--- config.mk ---
export PLATFORM = sky130hd
export DESIGN_NAME = cgc_clock_gen_ctrl
export DESIGN_NICKNAME = d
export VERILOG_FILES = /design/src/hw/cgc_pkg.sv /design/src/hw/cgc_clock_gen_ctrl.sv
export SDC_FILE = /design/constraint.sdc
export NUM_CORES = 1
export LEC_CHECK = 0
export ABC_AREA = 1
export BUFFER_PORTS_ARGS = -buffer_cell sky130_fd_sc_hd__buf_2
export CAP_MARGIN = 5
export CORE_UTILIZATION = 35
export CTS_CLUSTER_DIAMETER = 40
export DETAILED_ROUTE_END_ITERATION = 6
export SKIP_CTS_REPAIR_TIMING = 1
export SYNTH_ARGS = -nofsm -noshare
export SYNTH_HDL_FRONTEND = slang
export SYNTH_SLANG_ARGS = --single-unit
--- constraint.sdc ---
create_clock -name clk_sys_i -period 2.7 [get_ports clk_sys_i]
set_clock_uncertainty 0.2 [all_clocks]
set_input_delay 0.54 -clock clk_sys_i [delete_from_list [all_inputs] [get_ports clk_sys_i]]
set_output_delay 0.54 -clock clk_sys_i [all_outputs]
set_load 0.02 [all_outputs]
--- src/hw/cgc_pkg.sv ---
// Constants shared by the clock generator control register block
package cgc_pkg;

  // ----------------------------------------------------------------
  // Register offsets
  // ----------------------------------------------------------------
  localparam logic [1:0] CGC_OFS_CTRL1 = 2'h0;
  localparam logic [1:0] CGC_OFS_CTRL2 = 2'h1;
  localparam logic [1:0] CGC_OFS_STAT = 2'h2;

  // ----------------------------------------------------------------
  // Field positions, first control register
  // ----------------------------------------------------------------
  localparam int CGC_C1_GAIN = 7;
  localparam int CGC_C1_RANGE = 6;
  localparam int CGC_C1_EXT_REF_SOURCE_SEL = 5;
  localparam int CGC_C1_MODE_HI = 4;
  localparam int CGC_C1_MODE_LO = 3;
  localparam int CGC_C1_KEEP = 2;
  localparam int CGC_C1_CLOCK_LOSS_DETECT_OFF = 1;

  // ----------------------------------------------------------------
  // Field positions, second control register
  // ----------------------------------------------------------------
  localparam int CGC_C2_LOCK_LOSS_RESET_SEL = 7;
  localparam int CGC_C2_MULT_HI = 6;
  localparam int CGC_C2_MULT_LO = 4;
  localparam int CGC_C2_CLOCK_LOSS_RESET_SEL = 3;
  localparam int CGC_C2_DIV_HI = 2;
  localparam int CGC_C2_DIV_LO = 0;

  // ----------------------------------------------------------------
  // Field positions, status register
  // ----------------------------------------------------------------
  localparam int CGC_ST_MODE_HI = 7;
  localparam int CGC_ST_MODE_LO = 6;
  localparam int CGC_ST_REF_SOURCE_STATUS = 5;
  localparam int CGC_ST_LOCK_LOSS_FLAG = 4;
  localparam int CGC_ST_PEND = 3;
  localparam int CGC_ST_EXT_REF_STABLE_FLAG = 1;

  // ----------------------------------------------------------------
  // Clock modes and loop factors
  // ----------------------------------------------------------------
  typedef enum logic [1:0] {
    CGC_SELF_CLOCKED = 2'h0,
    CGC_INT_LOCKED = 2'h1,
    CGC_EXT_BYPASS = 2'h2,
    CGC_EXT_LOCKED = 2'h3
  } cgc_mode_t;

  localparam logic [6:0] CGC_P_LOW_RANGE = 7'h40;
  localparam logic [6:0] CGC_P_HIGH_RANGE = 7'h01;
  localparam logic [4:0] CGC_N_BASE = 5'h04;
  localparam logic [7:0] CGC_DIV_ONE = 8'h01;

  // Cycles for a mode, multiplier or divider write to reach the clock domain
  localparam logic [2:0] CGC_APPLY_CYCLES = 3'h4;
  localparam int CGC_NUM_PEND = 3;
  localparam int CGC_PEND_MODE = 0;
  localparam int CGC_PEND_MULT = 1;
  localparam int CGC_PEND_DIV = 2;

endpackage

--- src/hw/cgc_clock_gen_ctrl.sv ---
// Control registers and mode sequencing of the internal clock generator
`timescale 1ns/1ps

// Summary of operation
// - Gain bit 7: 0 low power, 1 high gain noise immune oscillator.
// - Gain, range, reference source take only the first write after reset.
// - Range bit 6: 0 low range P=64, 1 high range P=1.
// - Range affects clock path only in external locked or bypass mode.
// - Reference bit 5: 0 external clock, 1 crystal oscillator.
// - Mode bits 4:3: 00 self, 01 int locked, 10 bypass, 11 ext locked.
// - Bypass mode applied only once external reference reports stable.
// - Off mode leaves the mode select field unchanged.
// - Mode, multiplier, divider writes dropped while previous write pending.
// - First mode write with upper bit 0 blocks upper bit 1 until reset.
// - Oscillator in off mode follows keep-on bit, mode, reference status.
// - Keep-on bit ignored when high gain and high range both set.
// - Bit 1 at 1 disables loss-of-clock detection.
// - Lock-loss action: 0 interrupt, 1 reset request.
// - Lock-loss request only while the lock-loss flag is set.
// - Multiplier code gives N = 4 + 2 * code.
// - Clock-loss action: 0 interrupt, 1 reset request.
// - Divider code gives division by two to the code.
// - External pin claimed only if first write selects an external mode.
// - Stable flag reads 1 only for a stable, fast enough reference.
// - Reset starts in self-clocked mode with the loop open.
module cgc_clock_gen_ctrl (
  // Clock and reset
  input wire logic clk_sys_i,
  input wire logic sys_rst_i,
  // Register port
  input wire logic [1:0] reg_addr_i,
  input wire logic [7:0] reg_wdata_i,
  input wire logic reg_wr_i,
  input wire logic reg_rd_i,
  output logic [7:0] reg_rdata_o,
  // Generator status inputs
  input wire logic ext_ref_stable_flag_i,
  input wire logic lock_loss_flag_i,
  input wire logic clock_loss_i,
  input wire logic off_mode_i,
  input wire logic osc_enable_req_i,
  // Generator controls
  output logic [1:0] clock_mode_o,
  output logic osc_high_gain_sel_o,
  output logic range_high_o,
  output logic [6:0] loop_prescale_o,
  output logic ext_ref_source_sel_o,
  output logic ext_clock_pin_claim_o,
  output logic osc_run_o,
  output logic loop_open_o,
  output logic clock_loss_detect_en_o,
  output logic [4:0] loop_mult_n_o,
  output logic [7:0] output_div_o,
  // Event requests
  output logic lock_loss_irq_o,
  output logic lock_loss_rst_o,
  output logic clock_loss_irq_o,
  output logic clock_loss_rst_o
);

  // ----------------------------------------------------------------
  // Written fields
  // ----------------------------------------------------------------
  logic c1_written_r;
  logic mode_first_written_r;
  logic ext_pin_r;
  logic osc_high_gain_sel_r;
  logic range_high_r;
  logic ext_ref_source_sel_r;
  logic [1:0] clock_mode_sel_r;
  logic osc_keep_on_in_off_r;
  logic clock_loss_detect_off_r;
  logic lock_loss_reset_sel_r;
  logic [2:0] loop_multiplier_code_r;
  logic clock_loss_reset_sel_r;
  logic [2:0] output_divider_code_r;
  logic [1:0] mode_act_r;
  logic [2:0] mult_act_r;
  logic [2:0] div_act_r;
  logic [cgc_pkg::CGC_NUM_PEND-1:0] pend_busy;
  logic [cgc_pkg::CGC_NUM_PEND-1:0] pend_start;
  logic [cgc_pkg::CGC_NUM_PEND-1:0] pend_hold;
  logic [cgc_pkg::CGC_NUM_PEND-1:0] pend_done;
  logic wr_c1;
  logic wr_c2;
  logic [1:0] mode_wr;
  logic mode_wr_ok;
  logic ext_mode_act;
  logic osc_run_nxt;
  logic [7:0] rdata_nxt;

  assign wr_c1 = reg_wr_i && (reg_addr_i == cgc_pkg::CGC_OFS_CTRL1);
  assign wr_c2 = reg_wr_i && (reg_addr_i == cgc_pkg::CGC_OFS_CTRL2);
  assign mode_wr = reg_wdata_i[cgc_pkg::CGC_C1_MODE_HI:cgc_pkg::CGC_C1_MODE_LO];
  assign ext_mode_act = mode_act_r[1];

  // Upper mode bit refused once the pin was left to other functions
  assign mode_wr_ok = !pend_busy[cgc_pkg::CGC_PEND_MODE] &&
    !(mode_first_written_r && !ext_pin_r && mode_wr[1]);
  assign pend_start[cgc_pkg::CGC_PEND_MODE] = wr_c1 && mode_wr_ok;
  assign pend_start[cgc_pkg::CGC_PEND_MULT] = wr_c2 &&
    !pend_busy[cgc_pkg::CGC_PEND_MULT];
  assign pend_start[cgc_pkg::CGC_PEND_DIV] = wr_c2 &&
    !pend_busy[cgc_pkg::CGC_PEND_DIV];
  // Bypass waits for a stable external reference
  assign pend_hold[cgc_pkg::CGC_PEND_MODE] =
    (clock_mode_sel_r == cgc_pkg::CGC_EXT_BYPASS) &&
    !ext_ref_stable_flag_i;
  assign pend_hold[cgc_pkg::CGC_PEND_MULT] = 1'b0;
  assign pend_hold[cgc_pkg::CGC_PEND_DIV] = 1'b0;

  // ----------------------------------------------------------------
  // Write completion trackers
  // ----------------------------------------------------------------
  generate
    for (genvar i = 0; i < cgc_pkg::CGC_NUM_PEND; i++)
    begin : g_pend
      logic [2:0] cnt_r;
      always_ff @(posedge clk_sys_i or posedge sys_rst_i)
      begin
        if (sys_rst_i)
          cnt_r <= 3'h0;
        else if (pend_start[i])
          cnt_r <= cgc_pkg::CGC_APPLY_CYCLES;
        else if (cnt_r > 3'h1 || (cnt_r == 3'h1 && !pend_hold[i]))
          cnt_r <= cnt_r - 3'h1;
      end
      assign pend_busy[i] = (cnt_r != 3'h0);
      assign pend_done[i] = (cnt_r == 3'h1) && !pend_hold[i];
    end
  endgenerate

  // ----------------------------------------------------------------
  // First control register
  // ----------------------------------------------------------------
  always_ff @(posedge clk_sys_i or posedge sys_rst_i)
  begin
    if (sys_rst_i)
    begin
      c1_written_r <= 1'b0;
      osc_high_gain_sel_r <= 1'b0;
      range_high_r <= 1'b0;
      ext_ref_source_sel_r <= 1'b0;
      ext_pin_r <= 1'b0;
    end
    else if (wr_c1 && !c1_written_r)
    begin
      c1_written_r <= 1'b1;
      osc_high_gain_sel_r <= reg_wdata_i[cgc_pkg::CGC_C1_GAIN];
      range_high_r <= reg_wdata_i[cgc_pkg::CGC_C1_RANGE];
      ext_ref_source_sel_r <= reg_wdata_i[cgc_pkg::CGC_C1_EXT_REF_SOURCE_SEL];
      ext_pin_r <= mode_wr[1];
    end
  end

  always_ff @(posedge clk_sys_i or posedge sys_rst_i)
  begin
    if (sys_rst_i)
    begin
      clock_mode_sel_r <= cgc_pkg::CGC_SELF_CLOCKED;
      mode_first_written_r <= 1'b0;
    end
    else if (pend_start[cgc_pkg::CGC_PEND_MODE])
    begin
      // Off mode has no path here, so the field keeps its value
      clock_mode_sel_r <= mode_wr;
      mode_first_written_r <= 1'b1;
    end
  end

  always_ff @(posedge clk_sys_i or posedge sys_rst_i)
  begin
    if (sys_rst_i)
    begin
      osc_keep_on_in_off_r <= 1'b0;
      clock_loss_detect_off_r <= 1'b0;
    end
    else if (wr_c1)
    begin
      osc_keep_on_in_off_r <= reg_wdata_i[cgc_pkg::CGC_C1_KEEP];
      clock_loss_detect_off_r <= reg_wdata_i[cgc_pkg::CGC_C1_CLOCK_LOSS_DETECT_OFF];
    end
  end

  // ----------------------------------------------------------------
  // Second control register
  // ----------------------------------------------------------------
  always_ff @(posedge clk_sys_i or posedge sys_rst_i)
  begin
    if (sys_rst_i)
    begin
      lock_loss_reset_sel_r <= 1'b0;
      clock_loss_reset_sel_r <= 1'b0;
    end
    else if (wr_c2)
    begin
      lock_loss_reset_sel_r <= reg_wdata_i[cgc_pkg::CGC_C2_LOCK_LOSS_RESET_SEL];
      clock_loss_reset_sel_r <= reg_wdata_i[cgc_pkg::CGC_C2_CLOCK_LOSS_RESET_SEL];
    end
  end

  always_ff @(posedge clk_sys_i or posedge sys_rst_i)
  begin
    if (sys_rst_i)
      loop_multiplier_code_r <= 3'h0;
    else if (pend_start[cgc_pkg::CGC_PEND_MULT])
      loop_multiplier_code_r <=
        reg_wdata_i[cgc_pkg::CGC_C2_MULT_HI:cgc_pkg::CGC_C2_MULT_LO];
  end

  always_ff @(posedge clk_sys_i or posedge sys_rst_i)
  begin
    if (sys_rst_i)
      output_divider_code_r <= 3'h0;
    else if (pend_start[cgc_pkg::CGC_PEND_DIV])
      output_divider_code_r <=
        reg_wdata_i[cgc_pkg::CGC_C2_DIV_HI:cgc_pkg::CGC_C2_DIV_LO];
  end

  // ----------------------------------------------------------------
  // Applied settings
  // ----------------------------------------------------------------
  always_ff @(posedge clk_sys_i or posedge sys_rst_i)
  begin
    if (sys_rst_i)
    begin
      mode_act_r <= cgc_pkg::CGC_SELF_CLOCKED;
      mult_act_r <= 3'h0;
      div_act_r <= 3'h0;
    end
    else
    begin
      if (pend_done[cgc_pkg::CGC_PEND_MODE])
        mode_act_r <= clock_mode_sel_r;
      if (pend_done[cgc_pkg::CGC_PEND_MULT])
        mult_act_r <= loop_multiplier_code_r;
      if (pend_done[cgc_pkg::CGC_PEND_DIV])
        div_act_r <= output_divider_code_r;
    end
  end

  // ----------------------------------------------------------------
  // Oscillator run control
  // ----------------------------------------------------------------
  always_comb
  begin
    osc_run_nxt = ext_pin_r && clock_mode_sel_r[1];
    if (off_mode_i)
    begin
      if (osc_high_gain_sel_r && range_high_r)
        osc_run_nxt = ext_pin_r;
      else if (osc_keep_on_in_off_r)
        osc_run_nxt = clock_mode_sel_r[1] && ext_ref_source_sel_r;
      else
        osc_run_nxt = osc_enable_req_i && ext_ref_source_sel_r &&
          (clock_mode_sel_r == cgc_pkg::CGC_EXT_BYPASS);
    end
  end

  // ----------------------------------------------------------------
  // Registered outputs
  // ----------------------------------------------------------------
  always_ff @(posedge clk_sys_i or posedge sys_rst_i)
  begin
    if (sys_rst_i)
    begin
      clock_mode_o <= cgc_pkg::CGC_SELF_CLOCKED;
      osc_high_gain_sel_o <= 1'b0;
      range_high_o <= 1'b0;
      loop_prescale_o <= cgc_pkg::CGC_P_HIGH_RANGE;
      ext_ref_source_sel_o <= 1'b0;
      ext_clock_pin_claim_o <= 1'b0;
      osc_run_o <= 1'b0;
      loop_open_o <= 1'b1;
      clock_loss_detect_en_o <= 1'b1;
      loop_mult_n_o <= cgc_pkg::CGC_N_BASE;
      output_div_o <= cgc_pkg::CGC_DIV_ONE;
    end
    else
    begin
      clock_mode_o <= mode_act_r;
      osc_high_gain_sel_o <= osc_high_gain_sel_r;
      range_high_o <= range_high_r && ext_mode_act;
      loop_prescale_o <= (ext_mode_act && !range_high_r) ?
        cgc_pkg::CGC_P_LOW_RANGE : cgc_pkg::CGC_P_HIGH_RANGE;
      ext_ref_source_sel_o <= ext_ref_source_sel_r;
      ext_clock_pin_claim_o <= ext_pin_r;
      osc_run_o <= osc_run_nxt;
      loop_open_o <= !mode_act_r[0];
      clock_loss_detect_en_o <= !clock_loss_detect_off_r;
      loop_mult_n_o <= cgc_pkg::CGC_N_BASE +
        {1'b0, mult_act_r, 1'b0};
      output_div_o <= cgc_pkg::CGC_DIV_ONE << div_act_r;
    end
  end

  // ----------------------------------------------------------------
  // Loss requests
  // ----------------------------------------------------------------
  always_ff @(posedge clk_sys_i or posedge sys_rst_i)
  begin
    if (sys_rst_i)
    begin
      lock_loss_irq_o <= 1'b0;
      lock_loss_rst_o <= 1'b0;
      clock_loss_irq_o <= 1'b0;
      clock_loss_rst_o <= 1'b0;
    end
    else
    begin
      lock_loss_irq_o <= lock_loss_flag_i && !lock_loss_reset_sel_r;
      lock_loss_rst_o <= lock_loss_flag_i && lock_loss_reset_sel_r;
      clock_loss_irq_o <= clock_loss_i && !clock_loss_detect_off_r &&
        !clock_loss_reset_sel_r;
      clock_loss_rst_o <= clock_loss_i && !clock_loss_detect_off_r &&
        clock_loss_reset_sel_r;
    end
  end

  // ----------------------------------------------------------------
  // Read port
  // ----------------------------------------------------------------
  always_comb
  begin
    rdata_nxt = 8'h00;
    unique case (reg_addr_i)
      cgc_pkg::CGC_OFS_CTRL1:
      begin
        rdata_nxt[cgc_pkg::CGC_C1_GAIN] = osc_high_gain_sel_r;
        rdata_nxt[cgc_pkg::CGC_C1_RANGE] = range_high_r;
        rdata_nxt[cgc_pkg::CGC_C1_EXT_REF_SOURCE_SEL] = ext_ref_source_sel_r;
        rdata_nxt[cgc_pkg::CGC_C1_MODE_HI:cgc_pkg::CGC_C1_MODE_LO] =
          clock_mode_sel_r;
        rdata_nxt[cgc_pkg::CGC_C1_KEEP] = osc_keep_on_in_off_r;
        rdata_nxt[cgc_pkg::CGC_C1_CLOCK_LOSS_DETECT_OFF] = clock_loss_detect_off_r;
      end
      cgc_pkg::CGC_OFS_CTRL2:
      begin
        rdata_nxt[cgc_pkg::CGC_C2_LOCK_LOSS_RESET_SEL] = lock_loss_reset_sel_r;
        rdata_nxt[cgc_pkg::CGC_C2_MULT_HI:cgc_pkg::CGC_C2_MULT_LO] =
          loop_multiplier_code_r;
        rdata_nxt[cgc_pkg::CGC_C2_CLOCK_LOSS_RESET_SEL] = clock_loss_reset_sel_r;
        rdata_nxt[cgc_pkg::CGC_C2_DIV_HI:cgc_pkg::CGC_C2_DIV_LO] =
          output_divider_code_r;
      end
      cgc_pkg::CGC_OFS_STAT:
      begin
        rdata_nxt[cgc_pkg::CGC_ST_MODE_HI:cgc_pkg::CGC_ST_MODE_LO] =
          mode_act_r;
        rdata_nxt[cgc_pkg::CGC_ST_REF_SOURCE_STATUS] = ext_ref_source_sel_r;
        rdata_nxt[cgc_pkg::CGC_ST_LOCK_LOSS_FLAG] = lock_loss_flag_i;
        rdata_nxt[cgc_pkg::CGC_ST_PEND] = |pend_busy;
        rdata_nxt[cgc_pkg::CGC_ST_EXT_REF_STABLE_FLAG] = ext_ref_stable_flag_i;
      end
      default: rdata_nxt = 8'h00;
    endcase
  end

  // Read data stands only in the cycle after the strobe
  always_ff @(posedge clk_sys_i or posedge sys_rst_i)
  begin
    if (sys_rst_i)
      reg_rdata_o <= 8'h00;
    else
      reg_rdata_o <= reg_rd_i ? rdata_nxt : 8'h00;
  end

endmodule

# Word level (Yosys, flattened, before mapping)
# Cells that the tools add are included.
# totals
ff_bits	76
input_bits	19
out_inout_bits	41
elab_cells	111
# classes
add_sub_neg	4
mux	15
n_reduce_logical	47
order_cmp	3
n_eq_ne	6
n_shift	1
# ops
operator	n
$logic_and A1 B1 Y1	23
$mux W3	6
$pmux W5 S3	1
$logic_not A1 Y1	13
$eq A3 B1 Y1 const B	3
$gt A3 B1 Y1 const B	3
$reduce_bool A3 Y1	3
$sub A3 B1 Y3 const B	3
$mux W8	1
$shl A1 B3 Y8 const A	1
$mux W7	1
$reduce_bool A2 Y1	3
$add A3 B4 Y5 const A	1
$eq A2 B2 Y1 const B	2
$mux W1	4
$logic_or A1 B1 Y1	3
$pmux W1 S3	1
$reduce_or A3 Y1	1
$eq A2 B1 Y1 const B	1
$logic_not A2 Y1	1
$pmux W1 S2	1

# Logic depth before layout (Yosys ltp)
# Gate-level depths: netlist of the first run.
# logic_depth
word_depth	7
depth_mapped	9
ltp_nobuf	9

# Worst setup path after synthesis of the first run
# No wires, ideal clock.
# synth_timing
path_kind	input to register
start	in reg_addr_i[0]
end	reg g_pend[0].cnt_r[0]
required_ps	2382
n_path_buf	0
arrival_time_ps	1169
path_stages	6
setup_slack_ps	1213
cell_sequence	nor2_2 > nand2_4 > clkinv_4 > nand2_4 > nand3_1 > nand2_1
# synth_via
elab_chain_len	4
# synth_lines
element	line_no	rtl
start: declaration	cgc_clock_gen_ctrl.sv:31	input wire logic [1:0] reg_addr_i,
$logic_not A2 Y1 (*)	cgc_clock_gen_ctrl.sv:92	assign wr_c1 = reg_wr_i && (reg_addr_i == cgc_pkg::CGC_OFS_CTRL1);
$logic_and A1 B1 Y1 (*)	cgc_clock_gen_ctrl.sv:92	
$logic_and A1 B1 Y1 (*)	cgc_clock_gen_ctrl.sv:100	assign pend_start[cgc_pkg::CGC_PEND_MODE] = wr_c1 && mode_wr_ok;
$mux W3 or $reduce_bool A2 Y1 (tied branches)	--	
end signal: assignment	cgc_clock_gen_ctrl.sv:124	cnt_r <= cgc_pkg::CGC_APPLY_CYCLES;
end signal: assignment	cgc_clock_gen_ctrl.sv:126	cnt_r <= cnt_r - 3'h1;
end: declaration	cgc_clock_gen_ctrl.sv:118	logic [2:0] cnt_r;
# Every way passes the cells marked *; elsewhere a longest branch is shown, timed or not.
# A chain may end at the register's enable or synchronous reset.

# Worst setup path in the final report of the first run
# layout_timing
start	reg output_div_o[0]
end	out output_div_o[0]
# layout_rtl
element	line_no	rtl
start: declaration	cgc_clock_gen_ctrl.sv:53	output logic [7:0] output_div_o,
start signal: assignment	cgc_clock_gen_ctrl.sv:277	output_div_o <= cgc_pkg::CGC_DIV_ONE;
start signal: assignment	cgc_clock_gen_ctrl.sv:293	output_div_o <= cgc_pkg::CGC_DIV_ONE << div_act_r;
# No word-level cell between the ends.

==> results of run 1 <==
==> layer usage <==
layer / up-vias / routed length (microns) / track usage (%)
li1: 1058 / - / -
met1: 973 / 2650 / 18.9
met2: 51 / 2670 / 23.4
met3: 10 / 251 / 4.23
met4: 0 / 106 / 6.54
met5: - / 0 / 0
==> worst reg2reg max path, cell delays in order, from the launching register on <==
cell	delay, ns
dfrtp_1	0.40
inv_1	0.11
ha_1	0.15
inv_1	0.04
nor2_1	0.19
inv_1	0.11
nor2_4	0.20
nor2_1	0.06
nand2_1	0.06
inv_1	0.03
==> logic make-up (layout without fill, tap and decap cells) <==
logic type | Yosys count | after routing | share of synthesized area, %
flip-flops | 70 | 70 | 60.2
AND/OR/NAND/NOR | 124 | 124 | 18.8
XOR/XNOR | 3 | 3 | 0.901
adder cells (fa/ha/maj) | 10 | 10 | 4.29
buffers and inverters | 63 | 127 | 9.05
other | 1 | 6 | 0.129
AO/OA/AOI/OAI | 36 | 36 | 6.56
==> metrics by stage <==
step	util (%)	worst slack [ns]
floorplan	-	0.200
global placement	41.9	0.988
detailed placement	41.9	0.956
CTS	44.6	0.934
global route	44.6	0.839
finish	44.6	0.954
==> state kept, by name, summed over array words and instances, names as in the netlist, 3 cells and up <==
| register | count |
|---|---|
| reg_rdata_o | 8 |
| loop_multiplier_code_r | 3 |
| mult_act_r | 3 |
| g_pend.cnt_r | 9 |
| output_divider_code_r | 3 |
| loop_mult_n_o | 4 |
| output_div_o | 8 |
| div_act_r | 3 |
==> power by group <==
group          switching, mW  internal (mW)  total [mW]
registers              0.205           1.37        1.58
clock network          0.384          0.518       0.902
logic                  0.673          0.378        1.05
total                   1.26           2.27        3.53
==> placed cells by master, fill, tap and decap left out, types with 2 or more instances in the layout <==
cell	n
nand2_1	66
dfrtp_1	65
buf_2	53
inv_1	51
nor2_1	23
o21ai_0	15
nor3_1	14
o21ai_1	13
nand3_1	10
ha_1	10
clkbuf_8	9
conb_1	6
inv_2	5
a21oi_1	5
dfstp_2	5
nand2_4	4
xnor2_1	3
nor2_2	2
clkinv_4	2
nand2_2	2
o21ai_2	2
bufinv_16	2
clkinv_2	2
==> worst paths after layout <==
path	depth (start not counted)	slack, ns	from	endpoint
min in group clk_sys_i	0	0.19	mult_act_r[0]	loop_mult_n_o[1]
setup reg to reg	9	1.05	g_pend[1].cnt_r[0]	g_pend[1].cnt_r[1]
max in group asynchronous	3	1.90	sys_rst_i	clock_loss_detect_en_o
hold / removal	3	0.06	sys_rst_i	div_act_r[1]
hold reg to reg	0	0.19	mult_act_r[0]	loop_mult_n_o[1]
setup / recovery	1	0.95	output_div_o[0]	output_div_o[0]
==> cell type report <==
class,count,area share [%]
repair buffers,54,8.11
well taps,102,3.63
multi-input cells,179,26.0
clock buffers,10,3.63
inverters,57,6.22
flip-flops and latches,70,50.0
clock inverters,6,2.45
==> impl_results.md, run 1 <==
* Final period utilization at 64.7%
* Register area at 0.00176 sq mm
* GRT Residual Overflow at 0
* Critical setup path kind: reg -> out
* Cell Count, Final, Fillers Out at 478
* Total core area at 0.00789 sq mm
* Post-placement cell count at 462
* Min Hold Slack at 0.0623 ns
* Post-synth EDFFs at 0
* RSZ-0062 raised after global routing: no
* Clock sinks at 70
* Ports at 60
* Syn Std Cell Area at 0.00292 sq mm
* Flop and latch count out of synthesis at 70
* Post-Syn Instances at 307
* Critical path arrival at 1.01 ns
* Worst Path Buf+Inv at 1
* Wire per inst at 11.9 microns
* Initial DRC count at 93
* All-Layer GR Usage at 14.8%
* Design area at 0.00352 sq mm
* Leakage at 1.95 nW
* Vias at 2092
* Worst-path clk slew at 0.08 ns
* Crit path required time at 1.96 ns
* Mean area per synthesized cell at 9.50 sq um
* Crit Path Max Fanout at 1
* Synth top area share at 55.7%
* Drt pass-1 iters at 4
* Worst Hold Class: in -> async
* Clk_lat worst skew at 0.34 ns
* Root buffer cell: clkbuf_8
* Initial core utilization at 37.0%
* Setup TNS at 0 ns
* CTS max path bufs at 2
* Main synth FF type: dfrtp_1
* Area leader, netlist: dfrtp_1
* Horiz. Die Dim at 93.3 microns
* Post-layout nets at 400
* Area grow syn2layout at 20.6%
* Crit path largest cell delay at 0.52 ns
* Yosys cell types at 24
* CTS H-tree depth at 3
* Share of post-route cells with drive strength above 1 at 24.5%
* Crit path capture type: output port
* Initial antenna violation count at 0
* Pin count of the biggest net entering global routing at 71
* Routability cong. at 0.807
* Number of buffers created by CTS at 9
* Slew Viols, Final at 0
* Top cells by area, synth: dfrtp_1, nand2_1, inv_1, dfstp_2, ha_1
* PortBufs at 53
* FMAX at 0.573 GHz
* CP Launch Type: flop
* Ys Warns at 0
* Avg Vias per Cell at 4.38
* First-pass GRT wire length at 9.74 mm
* Vias in the first global route at 2063
* ANT nets after route at 0
* Pwr Total at 3.53 mW
* Ant diodes at 0
* Num rows at 32
* Worst path top cell family by delay: flip-flops
* Register area share after synthesis at 60.2%
* Async set-reset flop share out of synthesis at 100%
* Status: complete, no violations
* Die ar. at 0.00871 sq mm
* Count leader, synth: nand2_1
* Post-synth top cells: nand2_1, dfrtp_1, inv_1, nor2_1, o21ai_0
* P per Cell Area at 1000 mW/mm^2
* Crit path max-delay cell type: dfstp_2
* Multi-input gate area at 915 sq um
* Placed instance area at 0.00330 sq mm
* DP HPWL at 4.21 mm
* Final wirelength at 5.68 mm
* DR DRC count at 0
* Crit-path cells: buf_2
* Final Hold Fails at 0
* Max-cap viol count at 0
* CTS tree: yes
* Maximum VDD drop at 286 uV
* Final setup viols at 0
* Final min period at 1.75 ns
* Fill cells at 774
* Die height at 93.3 microns
Power figures use the tool's default switching activity.
==> inputs of run 2 (changes only) <==
- clock period: 2.7 -> 1.6 ns (I/O delays scaled with it)
==> run 2 against run 1 <==
First-iteration DRC count down 32%. Register-to-register slack lost 0.93 ns. Sequential power is 68% higher. Wire length fell by 0.78%. Via count up 0.48%. Die area stayed put. Utilization up 0.70 points. Largest power group unchanged. Flip-flop and latch count unchanged. Combinational power rose by 76%. Global-route usage is 0.14 points lower. Clock power rose by 53%. Critical path type unchanged.
==> impl_results.md, run 2 (synthesis results as in run 1) <==
* Cell Count, Final, Fillers Out at 484 (+1.3%)
* Largest regs: g_pend.cnt_r x9, output_div_o x8, reg_rdata_o x8
* P per Cell Area at 1650 mW/mm^2 (+65%)
* Worst Hold Class: in -> reg
* Initial core utilization at 37.0% (unchanged)
* First-pass GRT wire length at 9.52 mm (-2.3%)
* Initial antenna violation count at 0 (unchanged)
* Crit path largest cell delay at 0.52 ns (about the same)
* Die height at 93.3 microns (unchanged)
* Final setup viols at 0 (unchanged)
* Share of post-route cells with drive strength above 1 at 26.7% (+2.2 points)
* Max-cap viol count at 0 (unchanged)
* Critical path arrival at 1.01 ns (about the same)
* Final Hold Fails at 0 (unchanged)
* CP Launch Type: flop
* Ports at 60 (unchanged)
* Worst Reg2Reg Path Length in Cells at 7 (-2)
* Slew Viols, Final at 0 (unchanged)
* Die ar. at 0.00871 sq mm (unchanged)
* Hold depth at 3
* Critical setup path kind: reg -> out
* CTS H-tree depth at 3 (unchanged)
* Wire per inst at 11.6 microns (-2.0%)
* PortBufs at 53 (unchanged)
* Vias at 2102 (+0.48%)
* Final min period at 1.53 ns
* Worst Path Buf+Inv at 1 (unchanged)
* Routability cong. at 0.748 (-7.2%)
* Hold path start: reg_wdata_i[0]
* Number of flip-flops in the largest register at 9 (unchanged)
* Worst path top cell family by delay: flip-flops
* Crit Path Max Fanout at 1 (unchanged)
* Commonest cells after routing, fill and taps aside: nand2_1, dfrtp_1, buf_2, inv_1, nor2_1
* GRT Residual Overflow at 0 (unchanged)
* Maximum VDD drop at 522 uV (+83%)
* CTS tree: yes
* Post-placement cell count at 466 (+0.87%)
* Status: complete, no violations
* Final wirelength at 5.63 mm (-0.78%)
* FMAX at 0.652 GHz
* Root buffer cell: clkbuf_8
* Crit path max-delay cell type: dfstp_2
* ANT nets after route at 0 (unchanged)
* Final Util at 45.3% (+0.70 points)
* Total core area at 0.00789 sq mm (unchanged)
* Pin count of the biggest net entering global routing at 71 (unchanged)
* Crit path capture type: output port
* Number of buffers created by CTS at 9 (unchanged)
* DP HPWL at 4.19 mm (-0.49%)
* Hold endpoint: output_divider_code_r[0]
* Leakage at 1.96 nW (+0.66%)
* Clock sinks at 70 (unchanged)
* Crit-path cells: buf_2
* Vias in the first global route at 2025 (-1.8%)
* Initial DRC count at 63 (-32%)
* Clk_lat worst skew at 0.35 ns (about the same)
* Post-layout nets at 406 (+1.5%)
* Reg2Reg Setup Slack at 0.12 ns (-0.93 ns)
* Drt pass-1 iters at 4 (unchanged)
* Biggest register: g_pend.cnt_r
* Ant diodes at 0 (unchanged)
* Capturing point of the worst reg2reg path: g_pend[0].cnt_r[0]
* Worst-path clk slew at 0.07 ns (about the same)
* Avg Vias per Cell at 4.34 (-0.77%)
* Final period utilization at 95.9%
* Horiz. Die Dim at 93.3 microns (unchanged)
* All-Layer GR Usage at 14.7% (-0.14 points)
* RSZ-0062 raised after global routing: no
* DR DRC count at 0 (unchanged)
* Crit path required time at 1.08 ns (-0.88 ns)
* CTS max path bufs at 2 (unchanged)
* Num rows at 32 (unchanged)
* Area grow syn2layout at 22.5%
* Reg2reg start: g_pend[0].cnt_r[0]
* Most common cell after layout, fill and taps aside: nand2_1
[run 2: cell types whose count changed in the layout (fill, tap and decap cells not counted)]
cell           change
dlygate4sd3_1      +2
inv_2              +3
clkbuf_8           +1
bufinv_16          -1
clkinv_4           -1
buf_4              +4
inv_1              -4
nor2_4             +3
clkinvlp_4         +1
clkbuf_1           +1
nor2_1             -3
[run 2: per-stage QoR]
stage / setup TNS (ns) / area, sq um / setup WS (ns) / hold WS, ns / power [mW]
3_5_place_dp: -0.0231 / 3340 / -0.0231 / 0.168 / 4.52
5_1_grt: 0 / 3570 / 0.00813 / 0.0210 / 6.41
2_1_floorplan: 0 / 2940 / 0.140 / 0.154 / 3.95
6_report: 0 / 3570 / 0.0663 / 0.00859 / 5.90
3_3_place_gp: 0 / 3340 / 0.0610 / 0.169 / 4.45
4_1_cts: -0.0222 / 3530 / -0.0222 / -0.120 / 5.92
[run 2: metal layers]
layer,vias up,track usage (%),routed length (microns),share of wire [%]
met5,-,0,0,0
met4,0,7.44,105,1.9
met3,7,4.55,271,4.8
met2,56,23.2,2640,47
met1,964,18.1,2610,46
li1,1075,-,-,-
[run 2: area by class of cell]
type,instances,area (sq um)
flip-flops and latches,70,1760
multi-input cells,179,937
fillers,773,4310
inverters,57,223
clock buffers,12,145
well taps,102,128
clock inverters,4,47.5
repair buffers,60,335
[run 2: worst max-delay path by stage]
stage / slack [ns] / from / to / cells after the start
floorplan: 0.14 / g_pend[1].cnt_r[0] / g_pend[1].cnt_r[1] / 9
global placement: 0.06 / g_pend[2].cnt_r[0] / g_pend[2].cnt_r[1] / 9
detailed placement: -0.02 / g_pend[1].cnt_r[0] / g_pend[1].cnt_r[1] / 9
CTS: -0.02 / g_pend[1].cnt_r[0] / g_pend[1].cnt_r[1] / 9
global route: 0.008 / g_pend[1].cnt_r[0] / g_pend[1].cnt_r[1] / 9
finish: 0.07 / loop_open_o / loop_open_o / 1
[run 2: report_power, final]
| part | internal (mW) | switching (mW) |
|---|---|---|
| sequential | 2.31 | 0.351 |
| clock | 0.758 | 0.625 |
| combinational | 0.696 | 1.16 |
